--- src/ris_regs.vh ---
// ris_regs.vh: widths, reset values and encodings for the rgb input sampler
// assumes it is included by bare name from the sampler design files
`ifndef RIS_REGS_VH
`define RIS_REGS_VH

`define RIS_PIX_W 24
`define RIS_CNT_W 11
`define RIS_CNT_ZERO 11'h000
`define RIS_CNT_ONE 11'h001
`define RIS_PIX_ZERO 24'h00_0000
`define RIS_PORT_A 1'b0
`define RIS_PORT_B 1'b1
`define RIS_ARM_CLEAR 3'h0

`endif

--- src/ris_sync_edge.v ---
// ris_sync_edge.v: two-stage synchroniser with edge detection for one outside level
// assumes the input is asynchronous to CLK; edge pulses are one CLK cycle wide
`timescale 1ns/1ns
`default_nettype none
`include "ris_regs.vh"
module ris_sync_edge (
   input wire CLK,
   input wire RESETN,
   input wire async_in,
   output wire level,
   output wire rise,
   output wire fall
);
   reg meta_ff;
   reg sync_ff;
   reg last_ff;
   // edges stay masked until last_ff holds a real pin sample, so an idle-high pin gives no edge after reset
   reg [2:0] armed_ff;

   always @(posedge CLK or negedge RESETN) begin
      if (!RESETN) begin
         meta_ff <= 1'b0;
         sync_ff <= 1'b0;
         last_ff <= 1'b0;
         armed_ff <= `RIS_ARM_CLEAR;
      end else begin
         meta_ff <= async_in;
         sync_ff <= meta_ff;
         last_ff <= sync_ff;
         armed_ff <= {armed_ff[1:0], 1'b1};
      end
   end

   assign level = sync_ff;
   assign rise = armed_ff[2] & sync_ff & ~last_ff;
   assign fall = armed_ff[2] & ~sync_ff & last_ff;
endmodule // ris_sync_edge
`default_nettype wire

--- src/ris_rgb_input_sampler.v ---
// ris_rgb_input_sampler.v: rgb pixel sampler with sample window, clamp and gain-correction pulses
// assumes the sample clock runs well below CLK/2 and that port data is stable around each sample edge
//
// Notes on behaviour
// one adc samples on rising sample clock edge; two adcs on both edges
// pixels accepted only inside window set by four offsets and lengths
// offset counters start at second edge of frame and line sync
// frame and line sync polarity each set by own polarity input
// vertical offset counts lines, horizontal offset counts pixels
// configuring party sets height in lines, even width in pixels
// source drives sample clock at half dot clock in dual mode
// single adc mode takes one pixel from port a each clock
// dual adc mode takes a pixel each edge, alternating ports a and b
// a flag selects whether the first pixel of a line is from a or b
// clamp counters advance at half the dot clock rate
// clamp asserts at on-count, deasserts at off-count, from line sync second edge
// clamp active level follows a polarity input
// gain correction is line sync delayed in half dot clock units
// first sync edge delayed by on-delay, second by off-delay
// gain correction active level follows a polarity input
// pixels outside window dropped; counters restart every line and frame
`timescale 1ns/1ns
`default_nettype none
`include "ris_regs.vh"
module ris_rgb_input_sampler (
   input wire CLK,
   input wire RESETN,
   input wire ADC_SAMPLE_CLOCK,
   input wire INPUT_FRAME_SYNC,
   input wire INPUT_LINE_SYNC,
   input wire [23:0] PORT_A,
   input wire [23:0] PORT_B,
   input wire DUAL_ADC,
   input wire FRAME_SYNC_POLARITY,
   input wire LINE_SYNC_POLARITY,
   input wire START_PORT_B,
   input wire [10:0] V_OFFSET,
   input wire [10:0] H_OFFSET,
   input wire [10:0] V_LENGTH,
   input wire [10:0] H_LENGTH,
   input wire [10:0] CLAMP_ON,
   input wire [10:0] CLAMP_OFF,
   input wire CLAMP_POLARITY,
   input wire [10:0] GAINC_ON_DELAY,
   input wire [10:0] GAINC_OFF_DELAY,
   input wire GAINC_POLARITY,
   output reg [23:0] PIXEL_DATA,
   output reg PIXEL_VALID,
   output reg PIXEL_FROM_B,
   output reg CLAMP,
   output reg GAINC
);
   wire sclk_rise;
   wire sclk_fall;
   wire fs_level;
   wire fs_rise;
   wire fs_fall;
   wire ls_level;
   wire ls_rise;
   wire ls_fall;
   reg [23:0] pa_meta_ff;
   reg [23:0] pa_sync_ff;
   reg [23:0] pb_meta_ff;
   reg [23:0] pb_sync_ff;

   ris_sync_edge u_sclk (
      .CLK(CLK), .RESETN(RESETN), .async_in(ADC_SAMPLE_CLOCK),
      .level(), .rise(sclk_rise), .fall(sclk_fall)
   );
   ris_sync_edge u_fs (
      .CLK(CLK), .RESETN(RESETN), .async_in(INPUT_FRAME_SYNC),
      .level(fs_level), .rise(fs_rise), .fall(fs_fall)
   );
   ris_sync_edge u_ls (
      .CLK(CLK), .RESETN(RESETN), .async_in(INPUT_LINE_SYNC),
      .level(ls_level), .rise(ls_rise), .fall(ls_fall)
   );

   // pixel ports are sampled through two stages, same latency as the clock edge detector
   always @(posedge CLK or negedge RESETN) begin
      if (!RESETN) begin
         pa_meta_ff <= `RIS_PIX_ZERO;
         pa_sync_ff <= `RIS_PIX_ZERO;
         pb_meta_ff <= `RIS_PIX_ZERO;
         pb_sync_ff <= `RIS_PIX_ZERO;
      end else begin
         pa_meta_ff <= PORT_A;
         pa_sync_ff <= pa_meta_ff;
         pb_meta_ff <= PORT_B;
         pb_sync_ff <= pb_meta_ff;
      end
   end

   // polarity: active-high sync has its leading edge rising, so its second edge falls
   wire fs_first = FRAME_SYNC_POLARITY ? fs_rise : fs_fall;
   wire fs_second = FRAME_SYNC_POLARITY ? fs_fall : fs_rise;
   wire ls_first = LINE_SYNC_POLARITY ? ls_rise : ls_fall;
   wire ls_second = LINE_SYNC_POLARITY ? ls_fall : ls_rise;
   wire fs_active = FRAME_SYNC_POLARITY ? fs_level : ~fs_level;

   wire samp_edge = DUAL_ADC ? (sclk_rise | sclk_fall) : sclk_rise;
   // half dot clock: one tick per sample clock rise in dual mode, every other dot in single mode
   reg half_ff;
   wire half_tick = DUAL_ADC ? sclk_rise : (sclk_rise & half_ff);

   reg [10:0] line_cnt_ff;
   reg [10:0] pix_cnt_ff;
   reg line_run_ff;
   reg pix_run_ff;
   reg port_sel_ff;
   reg [10:0] clamp_cnt_ff;
   reg clamp_run_ff;
   reg clamp_on_ff;
   reg [10:0] gon_cnt_ff;
   reg [10:0] goff_cnt_ff;
   reg gon_run_ff;
   reg goff_run_ff;
   reg gainc_act_ff;

   function cnt_hit;
      input [10:0] cnt;
      input [10:0] lim;
      begin
         cnt_hit = (cnt == lim);
      end
   endfunction

   // one spare bit, so a window reaching the counter top does not wrap into an empty window
   wire [11:0] v_end = {1'b0, V_OFFSET} + {1'b0, V_LENGTH};
   wire [11:0] h_end = {1'b0, H_OFFSET} + {1'b0, H_LENGTH};
   wire v_in = line_run_ff & (line_cnt_ff >= V_OFFSET) & ({1'b0, line_cnt_ff} < v_end);
   wire h_in = pix_run_ff & (pix_cnt_ff >= H_OFFSET) & ({1'b0, pix_cnt_ff} < h_end);

   always @(posedge CLK or negedge RESETN) begin
      if (!RESETN) begin
         line_cnt_ff <= `RIS_CNT_ZERO;
         pix_cnt_ff <= `RIS_CNT_ZERO;
         line_run_ff <= 1'b0;
         pix_run_ff <= 1'b0;
         port_sel_ff <= `RIS_PORT_A;
         half_ff <= 1'b0;
         PIXEL_DATA <= `RIS_PIX_ZERO;
         PIXEL_VALID <= 1'b0;
         PIXEL_FROM_B <= 1'b0;
      end else begin
         PIXEL_VALID <= 1'b0;
         if (fs_second) begin
            line_cnt_ff <= `RIS_CNT_ZERO;
            line_run_ff <= 1'b1;
         end else if (ls_second && line_run_ff && !fs_active) begin
            line_cnt_ff <= line_cnt_ff + `RIS_CNT_ONE;
         end
         if (ls_first) begin
            pix_run_ff <= 1'b0;
            port_sel_ff <= START_PORT_B ? `RIS_PORT_B : `RIS_PORT_A;
            half_ff <= 1'b0;
         end else if (ls_second) begin
            pix_cnt_ff <= `RIS_CNT_ZERO;
            pix_run_ff <= 1'b1;
         end else if (samp_edge) begin
            half_ff <= ~half_ff;
            if (pix_run_ff) begin
               if (v_in && h_in) begin
                  PIXEL_VALID <= 1'b1;
                  PIXEL_DATA <= (DUAL_ADC && port_sel_ff) ? pb_sync_ff : pa_sync_ff;
                  PIXEL_FROM_B <= DUAL_ADC & port_sel_ff;
               end
               pix_cnt_ff <= pix_cnt_ff + `RIS_CNT_ONE;
               if (DUAL_ADC) begin
                  port_sel_ff <= ~port_sel_ff;
               end
            end
         end
      end
   end

   // clamp: count half-dot ticks from the second line sync edge
   always @(posedge CLK or negedge RESETN) begin
      if (!RESETN) begin
         clamp_cnt_ff <= `RIS_CNT_ZERO;
         clamp_run_ff <= 1'b0;
         clamp_on_ff <= 1'b0;
         CLAMP <= 1'b0;
      end else begin
         if (ls_second) begin
            clamp_cnt_ff <= `RIS_CNT_ZERO;
            clamp_run_ff <= 1'b1;
            clamp_on_ff <= cnt_hit(`RIS_CNT_ZERO, CLAMP_ON) & ~cnt_hit(`RIS_CNT_ZERO, CLAMP_OFF);
         end else if (clamp_run_ff && half_tick) begin
            clamp_cnt_ff <= clamp_cnt_ff + `RIS_CNT_ONE;
            if (cnt_hit(clamp_cnt_ff + `RIS_CNT_ONE, CLAMP_OFF)) begin
               clamp_on_ff <= 1'b0;
               clamp_run_ff <= 1'b0;
            end else if (cnt_hit(clamp_cnt_ff + `RIS_CNT_ONE, CLAMP_ON)) begin
               clamp_on_ff <= 1'b1;
            end
         end
         CLAMP <= clamp_on_ff ^ ~CLAMP_POLARITY;
      end
   end

   // gain correction: each line sync edge starts its own delay counter
   always @(posedge CLK or negedge RESETN) begin
      if (!RESETN) begin
         gon_cnt_ff <= `RIS_CNT_ZERO;
         goff_cnt_ff <= `RIS_CNT_ZERO;
         gon_run_ff <= 1'b0;
         goff_run_ff <= 1'b0;
         gainc_act_ff <= 1'b0;
         GAINC <= 1'b0;
      end else begin
         if (ls_first) begin
            gon_cnt_ff <= `RIS_CNT_ZERO;
            gon_run_ff <= 1'b1;
         end else if (gon_run_ff && cnt_hit(gon_cnt_ff, GAINC_ON_DELAY)) begin
            gon_run_ff <= 1'b0;
            gainc_act_ff <= 1'b1;
         end else if (gon_run_ff && half_tick) begin
            gon_cnt_ff <= gon_cnt_ff + `RIS_CNT_ONE;
         end
         if (ls_second) begin
            goff_cnt_ff <= `RIS_CNT_ZERO;
            goff_run_ff <= 1'b1;
         end else if (goff_run_ff && cnt_hit(goff_cnt_ff, GAINC_OFF_DELAY)) begin
            goff_run_ff <= 1'b0;
            if (!(gon_run_ff && cnt_hit(gon_cnt_ff, GAINC_ON_DELAY))) begin
               gainc_act_ff <= 1'b0;
            end
         end else if (goff_run_ff && half_tick) begin
            goff_cnt_ff <= goff_cnt_ff + `RIS_CNT_ONE;
         end
         GAINC <= gainc_act_ff ^ ~GAINC_POLARITY;
      end
   end

endmodule // ris_rgb_input_sampler
`default_nettype wire

--- config.mk ---
export PLATFORM = sky130hd
export DESIGN_NAME = ris_rgb_input_sampler
export DESIGN_NICKNAME = d
export VERILOG_FILES = /design/src/ris_sync_edge.v /design/src/ris_rgb_input_sampler.v
export VERILOG_INCLUDE_DIRS = /design/src
export SDC_FILE = /design/constraint.sdc
export NUM_CORES = 1
export LEC_CHECK = 0
export ABC_CLOCK_PERIOD_IN_PS = 7200
export BUFFER_PORTS_ARGS = -buffer_cell sky130_fd_sc_hd__buf_4
export CAP_MARGIN = 20
export CELL_PAD_IN_SITES_DETAIL_PLACEMENT = 1
export CELL_PAD_IN_SITES_GLOBAL_PLACEMENT = 1
export CORE_ASPECT_RATIO = 1.5
export CORE_MARGIN = 8
export CORE_UTILIZATION = 45
export DETAILED_ROUTE_END_ITERATION = 10
export PLACE_DENSITY = 0.85
export SLEW_MARGIN = 20
export SYNTH_ARGS = -nofsm -noshare
export SYNTH_HDL_FRONTEND = slang
export SYNTH_SLANG_ARGS = --single-unit
--- constraint.sdc ---
create_clock -name CLK -period 7.2 [get_ports CLK]
set_input_delay 0.72 -clock CLK [delete_from_list [all_inputs] [get_ports CLK]]
set_output_delay 0.72 -clock CLK [all_outputs]
set_load 0.01 [all_outputs]
After elaboration in Yosys (flattened, before gate mapping)
Cells that the tools add are included.
{ "word_totals": {"inputBits": 147, "out_inout_bits": 28, "ram_bits": 0, "mem_bits_ro": 0, "latch_bits": 0, "elab_cells": 174, "reg_bits": 206, "n_memories": 0} }
{ "classes": {"n_addsub": 7, "mux": 52, "n_lt_le_gt_ge": 4, "div": 0, "eq_ne": 7, "bitwise": 35, "mul": 0, "n_reduce_logical": 34, "shifts": 0} }
{ "op_table": {"columns": ["operator", "count"], "rows": [
  ["$mux W11", 13],
  ["$add A11 B1 Y11 const B", 5],
  ["$eq A11 B11 Y1", 4],
  ["$mux W1", 38],
  ["$reduce_bool A2 Y1", 13],
  ["$add A11 B11 Y12", 2],
  ["$lt A11 B12 Y1", 2],
  ["$mux W24", 1],
  ["$ge A11 B11 Y1", 2],
  ["$logic_not A11 Y1", 2],
  ["$and A1 B1 Y1", 19],
  ["$not A1 Y1", 13],
  ["$reduce_and A2 Y1", 5],
  ["$logic_and A1 B1 Y1", 9],
  ["$ne A2 B2 Y1 const B", 3],
  ["$reduce_and A5 Y1", 1],
  ["$reduce_and A4 Y1", 1],
  ["$reduce_and A3 Y1", 1],
  ["$reduce_bool A3 Y1", 1],
  ["$xor A1 B1 Y1", 2],
  ["$logic_not A1 Y1", 1],
  ["$or A1 B1 Y1", 1]
]} }

Logic depth before layout (Yosys ltp)
Gate-level depths: netlist of the first run.
{ "logic_depth": {"depth_word": 9, "ltp_mapped": 18, "ltp_nobuf": 16} }

By module
From an unflattened synthesis of the first run, not the netlist that was laid out.
{ "unflattened": {"cells_unflattened": 893, "hier_area_um2": 10078.4} }
{ "by_module_without_submodules": {"columns": ["module", "area_each_um2", "instances", "cells_per_inst"], "rows": [
  ["ris_rgb_input_sampler", 9564.2, 1, 866],
  ["ris_sync_edge", 171.4, 3, 9]
]} }

Worst setup path after synthesis of the first run
No wires, ideal clock.
{ "synth_path": {"path_type": "input-to-reg", "startpoint": "input V_OFFSET[0]", "endpoint": "register PIXEL_DATA[10]", "path_stages": 16, "required_time_ns": 7.075, "arrival_ns": 4.171, "setup_slack_ns": 2.904, "path_buffers": 2, "setup_ns": 0.125, "cell_sequence": "ha_1 -> fa_1 -> a21o_1 -> a21oi_1 -> o21bai_1 -> a21oi_1 -> o21ai_0 -> o311a_1 -> ha_1 -> a21oi_1 -> or3_1 -> a311o_1 -> and4_1 -> buf_6 -> buf_12 -> mux2_4"} }
{ "synth_between": {"elab_chain_cells": 5, "elab_cells_between_ends": 7, "classes_between": "1 x add/sub; 2 x order compare; 2 x bitwise; 2 x reduce/logical"} }
{ "synth_lines": {"columns": ["element", "line_no", "rtl"], "rows": [
  ["start: declaration", "ris_rgb_input_sampler.v:37", "input wire [10:0] V_OFFSET,"],
  ["$add A11 B11 Y12 or $ge A11 B11 Y1 (tied branches)", "ris_rgb_input_sampler.v:129, ris_rgb_input_sampler.v:131", null],
  ["$lt A11 B12 Y1 or $and A1 B1 Y1 (tied branches)", "ris_rgb_input_sampler.v:131", "wire v_in = line_run_ff & (line_cnt_ff >= V_OFFSET) & ({1'b0, line_cnt_ff} < v_end);"],
  ["$and A1 B1 Y1 *", "ris_rgb_input_sampler.v:131", null],
  ["$logic_and A1 B1 Y1 *", "ris_rgb_input_sampler.v:163", "if (v_in && h_in) begin"],
  ["$reduce_and A5 Y1 (no line) *", null, null],
  ["end signal: assignment", "ris_rgb_input_sampler.v:142", "PIXEL_DATA <= `RIS_PIX_ZERO;"],
  ["end signal: assignment", "ris_rgb_input_sampler.v:165", "PIXEL_DATA <= (DUAL_ADC && port_sel_ff) ? pb_sync_ff : pa_sync_ff;"],
  ["end: declaration", "ris_rgb_input_sampler.v:47", "output reg [23:0] PIXEL_DATA,"]
]} }
Every way passes the cells marked *; elsewhere a longest branch is shown, timed or not.
A chain may end at the register's enable or synchronous reset.

Final worst setup path of the first run
{ "layout_path": {"startpoint": "input H_OFFSET[0]", "endpoint": "register PIXEL_DATA[3]"} }
{ "layout_between": {"elab_chain_cells": 5, "elab_cells_between_ends": 7, "classes_between": "1 x add/sub; 2 x order compare; 2 x bitwise; 2 x reduce/logical"} }
{ "layout_lines": {"columns": ["element", "line_no", "rtl"], "rows": [
  ["start: declaration", "ris_rgb_input_sampler.v:38", "input wire [10:0] H_OFFSET,"],
  ["$add A11 B11 Y12 or $ge A11 B11 Y1 (tied branches)", "ris_rgb_input_sampler.v:130, ris_rgb_input_sampler.v:132", null],
  ["$lt A11 B12 Y1 or $and A1 B1 Y1 (tied branches)", "ris_rgb_input_sampler.v:132", "wire h_in = pix_run_ff & (pix_cnt_ff >= H_OFFSET) & ({1'b0, pix_cnt_ff} < h_end);"],
  ["$and A1 B1 Y1 *", "ris_rgb_input_sampler.v:132", null],
  ["$logic_and A1 B1 Y1 *", "ris_rgb_input_sampler.v:163", null],
  ["$reduce_and A5 Y1 (no line) *", null, null]
]} }
Marks and branches as above.

==> impl_metrics.tcl, run 1 <==
set metrics [dict create \
    intPower_uw 1880 \
    seq_area_sq_um 5000 \
    start_util_pct 45.4 \
    dieWidth_microns 136 \
    pwr-share-clk_pct 36.7 \
    drt-initial-drc-count 179 \
    ant_nets 0 \
    p_switching_uw 743 \
    peakVddDrop_v 0.000166 \
    fp.dieArea_sq_um 26700 \
    avgRoutedWirePerCell_microns 19.0 \
    powerDensity_nw_per_um2 219 \
    clock_path_buffers 2 \
    p_seq_share_pct 47.5 \
    cts_sinks 200 \
    combinationalPowerShare_pct 15.8 \
    io_pins 175 \
    vias 6958 \
    period_needed_ns 4.69 \
    place.gp.congestion 0.827 \
    crit_chain "buf_4 > ha_1 > fa_1 > a21o_1 > a21oi_1 > o21bai_1 > a21oi_1 > o21ai_0 > mux2i_1 > a2111oi_0 > ha_1 > or4_1 > a21oi_1 > o21ai_0 > o211ai_1 > and4_2 > mux2_2" \
    swShare_pct 28.4 \
    relSlewSlack_pct 39.7 \
    ys_ff_latch 200 \
    criticalPathCategory "in2reg" \
    cp-end-kind "register" \
    grt_pass1_vias 7883 \
    tritoncts "done" \
    syn-mean-instance-area_sq_um 11.5 \
    rsz0062_at_grt "no" \
    critPathMaxStageDelay_ns 0.85 \
    cts_setup_buffers 0 \
    cts.clk_slew.worst_paths_ns 0.08 \
    h-tree-depth 4 \
    fp-row-count 66 \
    fmax_mhz 213 \
    fill_cells 2324 \
    drive_above_1_share_pct 26.0 \
    skew_ns 0.0205 \
    synth_ff_type "dfrtp_1" \
    syn_area_sq_um 9740 \
    grt_overflow 0 \
    synth_edf_count 0 \
    nNetsFinal 1246 \
    arrival_ns 5.00 \
    synth.net_count 1066 \
    postCtsHoldBufs 0 \
    grt_usage_pct 19.5 \
    startpoint_type "primary input" \
    cp.required_ns 7.51 \
    post-route-period-util_pct 65.1 \
    multiInputGateArea_sq_um 4470 \
    placed_area_sq_um 11300 \
    cpMostUsedCell "a21oi_1" \
    worstSetupStartpoint "H_OFFSET[0]" \
    syn_inst 848 \
    hold_viol 0 \
    synth-seq-area-share_pct 51.4 \
    grt_pass1_wl_microns 40700 \
    async_flop_share_pct 100 \
    cts_resized 0 \
    slew_viol_final 0 \
    slowest_stage "and4_2" \
    die_y_microns 196 \
    cp_max_fo 26 \
    grt_max_degree 131 \
    syn2layout_area_growth_pct 22.9 \
    finalInstanceArea_sq_um 12000 \
    clkLatencyLatePin_ns 0.43 \
    core_area_sq_um 21500 \
    timing.rr.start "line_cnt_ff[0]$_DFFE_PN0P_" \
    detailed_place_hpwl_microns 18800 \
    drc_errors 0 \
    antenna_found_initial 3 \
    finalSetupViolCount 0 \
    tns_ns 0 \
    status "finished, final reports clean" \
    tightest_slew_ns 0.905 \
    power_leakage_uw 0.00583 \
    cap_viol_max_count 0 \
    cts_made_buffers 17 \
    ys_types 58 \
    viasPerCell 5.29 \
    hold_class "in2async" \
    routed_wl_microns 25000 \
    clockRootBuffer "clkbuf_16" \
    drtPass1Iterations 4 \
    port_buffers 174 \
    yosys_warnings 0 \
]
metal layers:
metal | share of wire (%) | global-route usage [%]
met4 | 3.4 | 8.13
met2 | 56 | 36.4
met3 | 3.9 | 3.58
met5 | 0 | 0
met1 | 36 | 20.6
layout make-up:
type	instances	area share, %
multi-input cells	588	37.4
diodes	3	0.0627
clock buffers	18	3.67
repair buffers	178	11.4
clock inverters	14	1.52
flip-flops and latches	200	41.8
inverters	43	1.35
well taps	272	2.84
critical path, delay by kind of cell:
| family | cells | cell delay, ns |
|---|---|---|
| AO/OA/AOI/OAI | 9 | 1.32 |
| AND/OR/NAND/NOR | 2 | 1.31 |
| adder cells (fa/ha/maj) | 3 | 0.87 |
| multiplexers | 2 | 0.62 |
| buffers and inverters | 1 | 0.11 |
synthesized netlist by cell type, drive strengths merged (2+ instances only):
| master | n | area share, % |
|---|---|---|
| xnor2 | 49 | 4.4 |
| dfrtp | 200 | 51 |
| nor4 | 11 | 0.71 |
| fa | 2 | 0.41 |
| nand3 | 32 | 1.7 |
| a41oi | 2 | 0.18 |
| a211oi | 4 | 0.36 |
| o211ai | 3 | 0.23 |
| nand2b | 7 | 0.45 |
| ha | 69 | 8.9 |
| mux2i | 6 | 0.62 |
| and4 | 3 | 0.27 |
| nor2 | 67 | 2.6 |
| a2111oi | 3 | 0.27 |
| nand2 | 37 | 1.4 |
| o21a | 2 | 0.15 |
| buf | 6 | 0.67 |
| clkbuf | 11 | 0.42 |
| and3 | 14 | 0.90 |
| nor3b | 2 | 0.15 |
| nor2b | 2 | 0.13 |
| a21oi | 39 | 2.0 |
| and3b | 2 | 0.18 |
| a31oi | 2 | 0.13 |
| nand4 | 14 | 0.96 |
| or2 | 3 | 0.19 |
| o21bai | 4 | 0.31 |
| a21o | 9 | 0.69 |
| xor2 | 64 | 5.8 |
| o2111ai | 4 | 0.36 |
| inv | 43 | 1.7 |
| o31ai | 2 | 0.15 |
| nor3 | 17 | 0.98 |
| and2 | 5 | 0.32 |
| or3 | 17 | 1.1 |
| mux2 | 48 | 6.2 |
| o21ai | 34 | 1.8 |
worst paths after layout:
| check | end | slack (ns) | cells after the start |
|---|---|---|---|
| setup / recovery | PIXEL_DATA[3]$_DFFE_PN0P_ | 2.51 | 17 |
| max in group asynchronous | gon_cnt_ff[7]$_DFFE_PN0P_ | 5.63 | 2 |
| setup reg to reg | PIXEL_DATA[3]$_DFFE_PN0P_ | 4.11 | 9 |
| hold / removal | pb_meta_ff[22]$_DFF_PN0_ | 0.27 | 1 |
| hold reg to reg | pb_sync_ff[2]$_DFF_PN0_ | 0.35 | 0 |
| min in group CLK | pb_sync_ff[2]$_DFF_PN0_ | 0.35 | 0 |
power by group through the flow:
stage | Sequential, uW | Clock, uW | Combinational, uW
after floorplan | 1250 | 0 | 257
after global placement | 1260 | 0 | 399
after detailed placement | 1270 | 0 | 415
after CTS | 1240 | 984 | 420
after global routing | 1250 | 1030 | 469
final | 1240 | 960 | 415
registers in the layout (all words and copies together), names as in the netlist, 2 cells and up:
name,cells
pb_meta_ff,24
u_ls.armed_ff,2
goff_cnt_ff,11
line_cnt_ff,11
pa_meta_ff,24
pa_sync_ff,24
PIXEL_DATA,24
pb_sync_ff,24
gon_cnt_ff,11
pix_cnt_ff,11
clamp_cnt_ff,11
logic make-up (layout without fill, tap and decap cells):
group                      count (synthesis)  after routing  share of synthesized area (%)
DFF                                      200            200                           51.4
AOI/OAI and AO/OA                        114            114                           7.30
and+or+nand+nor                          235            235                           12.2
other                                      1              4                         0.0385
xor gates and xnor gates                 113            113                           10.2
buffers and inverters                     60            253                           2.75
muxes                                     54             54                           6.86
adders and majority gates                 71             71                           9.27
through the flow:
step	hold WS (ns)	util, %	cells	total power, uW	setup WS [ns]
detailed placement	0.336	52.7	1280	1680	2.05
global placement	0.331	52.7	1280	1660	2.17
global route	0.283	55.7	1316	2750	2.25
CTS	0.346	55.6	1312	2650	2.50
finish	0.270	55.7	1316	2620	2.51
floorplan	0.331	-	848	1500	2.90
placed cells by master (no fill, tap or decap), types with 13 or more instances in the layout:
master | synthesis | layout
a21oi_1 | 39 | 39
buf_4 | 0 | 176
inv_1 | 43 | 43
clkbuf_16 | 0 | 17
xnor2_1 | 49 | 49
o21ai_0 | 30 | 30
or3_1 | 16 | 16
nor3_1 | 15 | 15
mux2_2 | 30 | 30
ha_1 | 69 | 69
nand4_1 | 13 | 13
nand2_1 | 37 | 37
nand3_1 | 31 | 31
dfrtp_1 | 200 | 200
mux2_4 | 18 | 18
xor2_1 | 64 | 64
nor2_1 | 67 | 66
and3_1 | 14 | 14
No activity file was read; power rests on OpenSTA's default activity.
==> run 2: changes to the inputs <==
ABC_CLOCK_PERIOD_IN_PS = 4600   (was 7200)
CORE_UTILIZATION = 44   (was 45)
PLACE_DENSITY = 0.83   (was 0.85)
clock period = 4.6 ns   (was 7.2 ns; I/O delays follow)
==> impl_metrics.tcl, run 2 (synthesis gave the netlist of run 1 again) <==
set metrics [dict create \
    port_buffers 174 \
    cp_max_fo 26 \
    holdWs_ns 0.0712 \
    worstSetupStartpoint "H_OFFSET[0]" \
    dpl.cell_count 1282 \
    swShare_pct 29.3 \
    p_seq_share_pct 46.9 \
    viasPerCell 5.26 \
    cts_setup_buffers 0 \
    syn2layout_area_growth_pct 22.9 \
    layout_setup_ws_ns 0.541 \
    powerDensity_nw_per_um2 347 \
    tritoncts "done" \
    post-route-period-util_pct 88.2 \
    h-tree-depth 4 \
    peakVddDrop_v 0.000289 \
    cts.clk_slew.worst_paths_ns 0.09 \
    tightest_slew_ns 0.862 \
    timing.rr.start "pix_cnt_ff[7]$_DFFE_PN0P_" \
    cp.required_ns 4.94 \
    dieWidth_microns 137 \
    arrival_ns 4.40 \
    io_pins 175 \
    drt-initial-drc-count 270 \
    grt_overflow 0 \
    antenna_found_initial 1 \
    clkLatencyLatePin_ns 0.45 \
    drive_above_1_share_pct 26.1 \
    cts_made_buffers 17 \
    status "finished, final reports clean" \
    fmax_mhz 246 \
    fill_cells 2335 \
    drtPass1Iterations 4 \
    fp.dieArea_sq_um 27300 \
    ant_nets 0 \
    relSlewSlack_pct 42.6 \
    power_leakage_uw 0.00583 \
    p_switching_uw 1220 \
    layout.cells.most_common_list "200 x dfrtp_1, 177 x buf_4, 69 x ha_1" \
    cts_sinks 200 \
    drc_errors 0 \
    multiInputGateArea_sq_um 4470 \
    start_util_pct 44.8 \
    cap_viol_max_count 0 \
    place_ws_ns 0.111 \
    criticalPathCategory "in2reg" \
    grt_usage_pct 19.0 \
    period_needed_ns 4.06 \
    rsz0062_at_grt "no" \
    intPower_uw 2930 \
    skew_ns 0.0199 \
    slew_viol_final 0 \
    hold_class "in2async" \
    routed_wl_microns 25200 \
    fp-row-count 66 \
    nNetsFinal 1247 \
    vias 6914 \
    clock_path_buffers 2 \
    tns_ns 0 \
    die_y_microns 198 \
    place.gp.congestion 0.823 \
    combinationalPowerShare_pct 15.5 \
    instances_no_fill 1315 \
    avgRoutedWirePerCell_microns 19.2 \
    grt_pass1_wl_microns 39900 \
    clockRootBuffer "clkbuf_16" \
    detailed_place_hpwl_microns 19300 \
    finalSetupViolCount 0 \
    seq_area_sq_um 5000 \
    core_area_sq_um 21700 \
    startpoint_type "primary input" \
    postCtsHoldBufs 0 \
    grt_max_degree 108 \
    cp-end-kind "register" \
    cts_resized 0 \
    pwr-share-clk_pct 37.6 \
    hold_viol 0 \
    grt_pass1_vias 7885 \
    final_util_pct 55.1 \
    final_common_cell "dfrtp_1" \
]
-- run 2: path summary, 6_finish.rpt --
| path | endpoint | slack, ns | cells past startpoint |
|---|---|---|---|
| max | PIXEL_DATA[4]$_DFFE_PN0P_ | 0.54 | 18 |
| min | pb_meta_ff[18]$_DFF_PN0_ | 0.07 | 1 |
| max reg2reg | PIXEL_DATA[4]$_DFFE_PN0P_ | 2.00 | 8 |
| min reg2reg | pa_sync_ff[20]$_DFF_PN0_ | 0.35 | 0 |
| max in group asynchronous | pb_sync_ff[4]$_DFF_PN0_ | 3.28 | 2 |
| min in group CLK | pa_meta_ff[15]$_DFF_PN0_ | 0.11 | 1 |
-- run 2: final cells by class --
class | count | area share [%]
diodes | 1 | 0.0209
clock buffers | 17 | 3.55
clock inverters | 15 | 1.71
inverters | 43 | 1.35
multi-input cells | 588 | 37.3
flip-flops and latches | 200 | 41.8
well taps | 272 | 2.84
repair buffers | 179 | 11.4
-- run 2: worst max-delay path, cell delays in order --
cell and delay, ns:
buf_4 0.12, ha_1 0.23, fa_1 0.42, a21o_1 0.18
a21oi_1 0.22, o21bai_1 0.10, a21oi_1 0.22, o21ai_0 0.21
mux2i_1 0.19, a2111oi_0 0.10, ha_1 0.22, or4_1 0.50
a21oi_1 0.15, o21ai_0 0.10, o211ai_1 0.10, and4_2 0.27
buf_12 0.22, mux2_2 0.38
-- run 2: routing by layer --
layer,vias up,share of wire [%],GRT usage (%)
met5,-,0,0
met4,0,3.2,7.84
met3,41,3.6,3.35
met2,112,57,36.7
met1,3461,36,19.1
li1,3300,-,-
-- run 2: stage by stage --
step | power [uW] | cell area [sq um]
CTS | 4190 | 12000
detailed placement | 2630 | 11300
global placement | 2600 | 11300
global route | 4350 | 12000
finish | 4150 | 12000
floorplan | 2350 | 9740
-- run 2: power by group through the flow --
stage	combinational, uW	sequential, uW	clock [uW]
final	645	1950	1560
after global routing	736	1960	1650
after CTS	659	1950	1580
after detailed placement	651	1980	0
after global placement	624	1970	0
after floorplan	403	1950	0
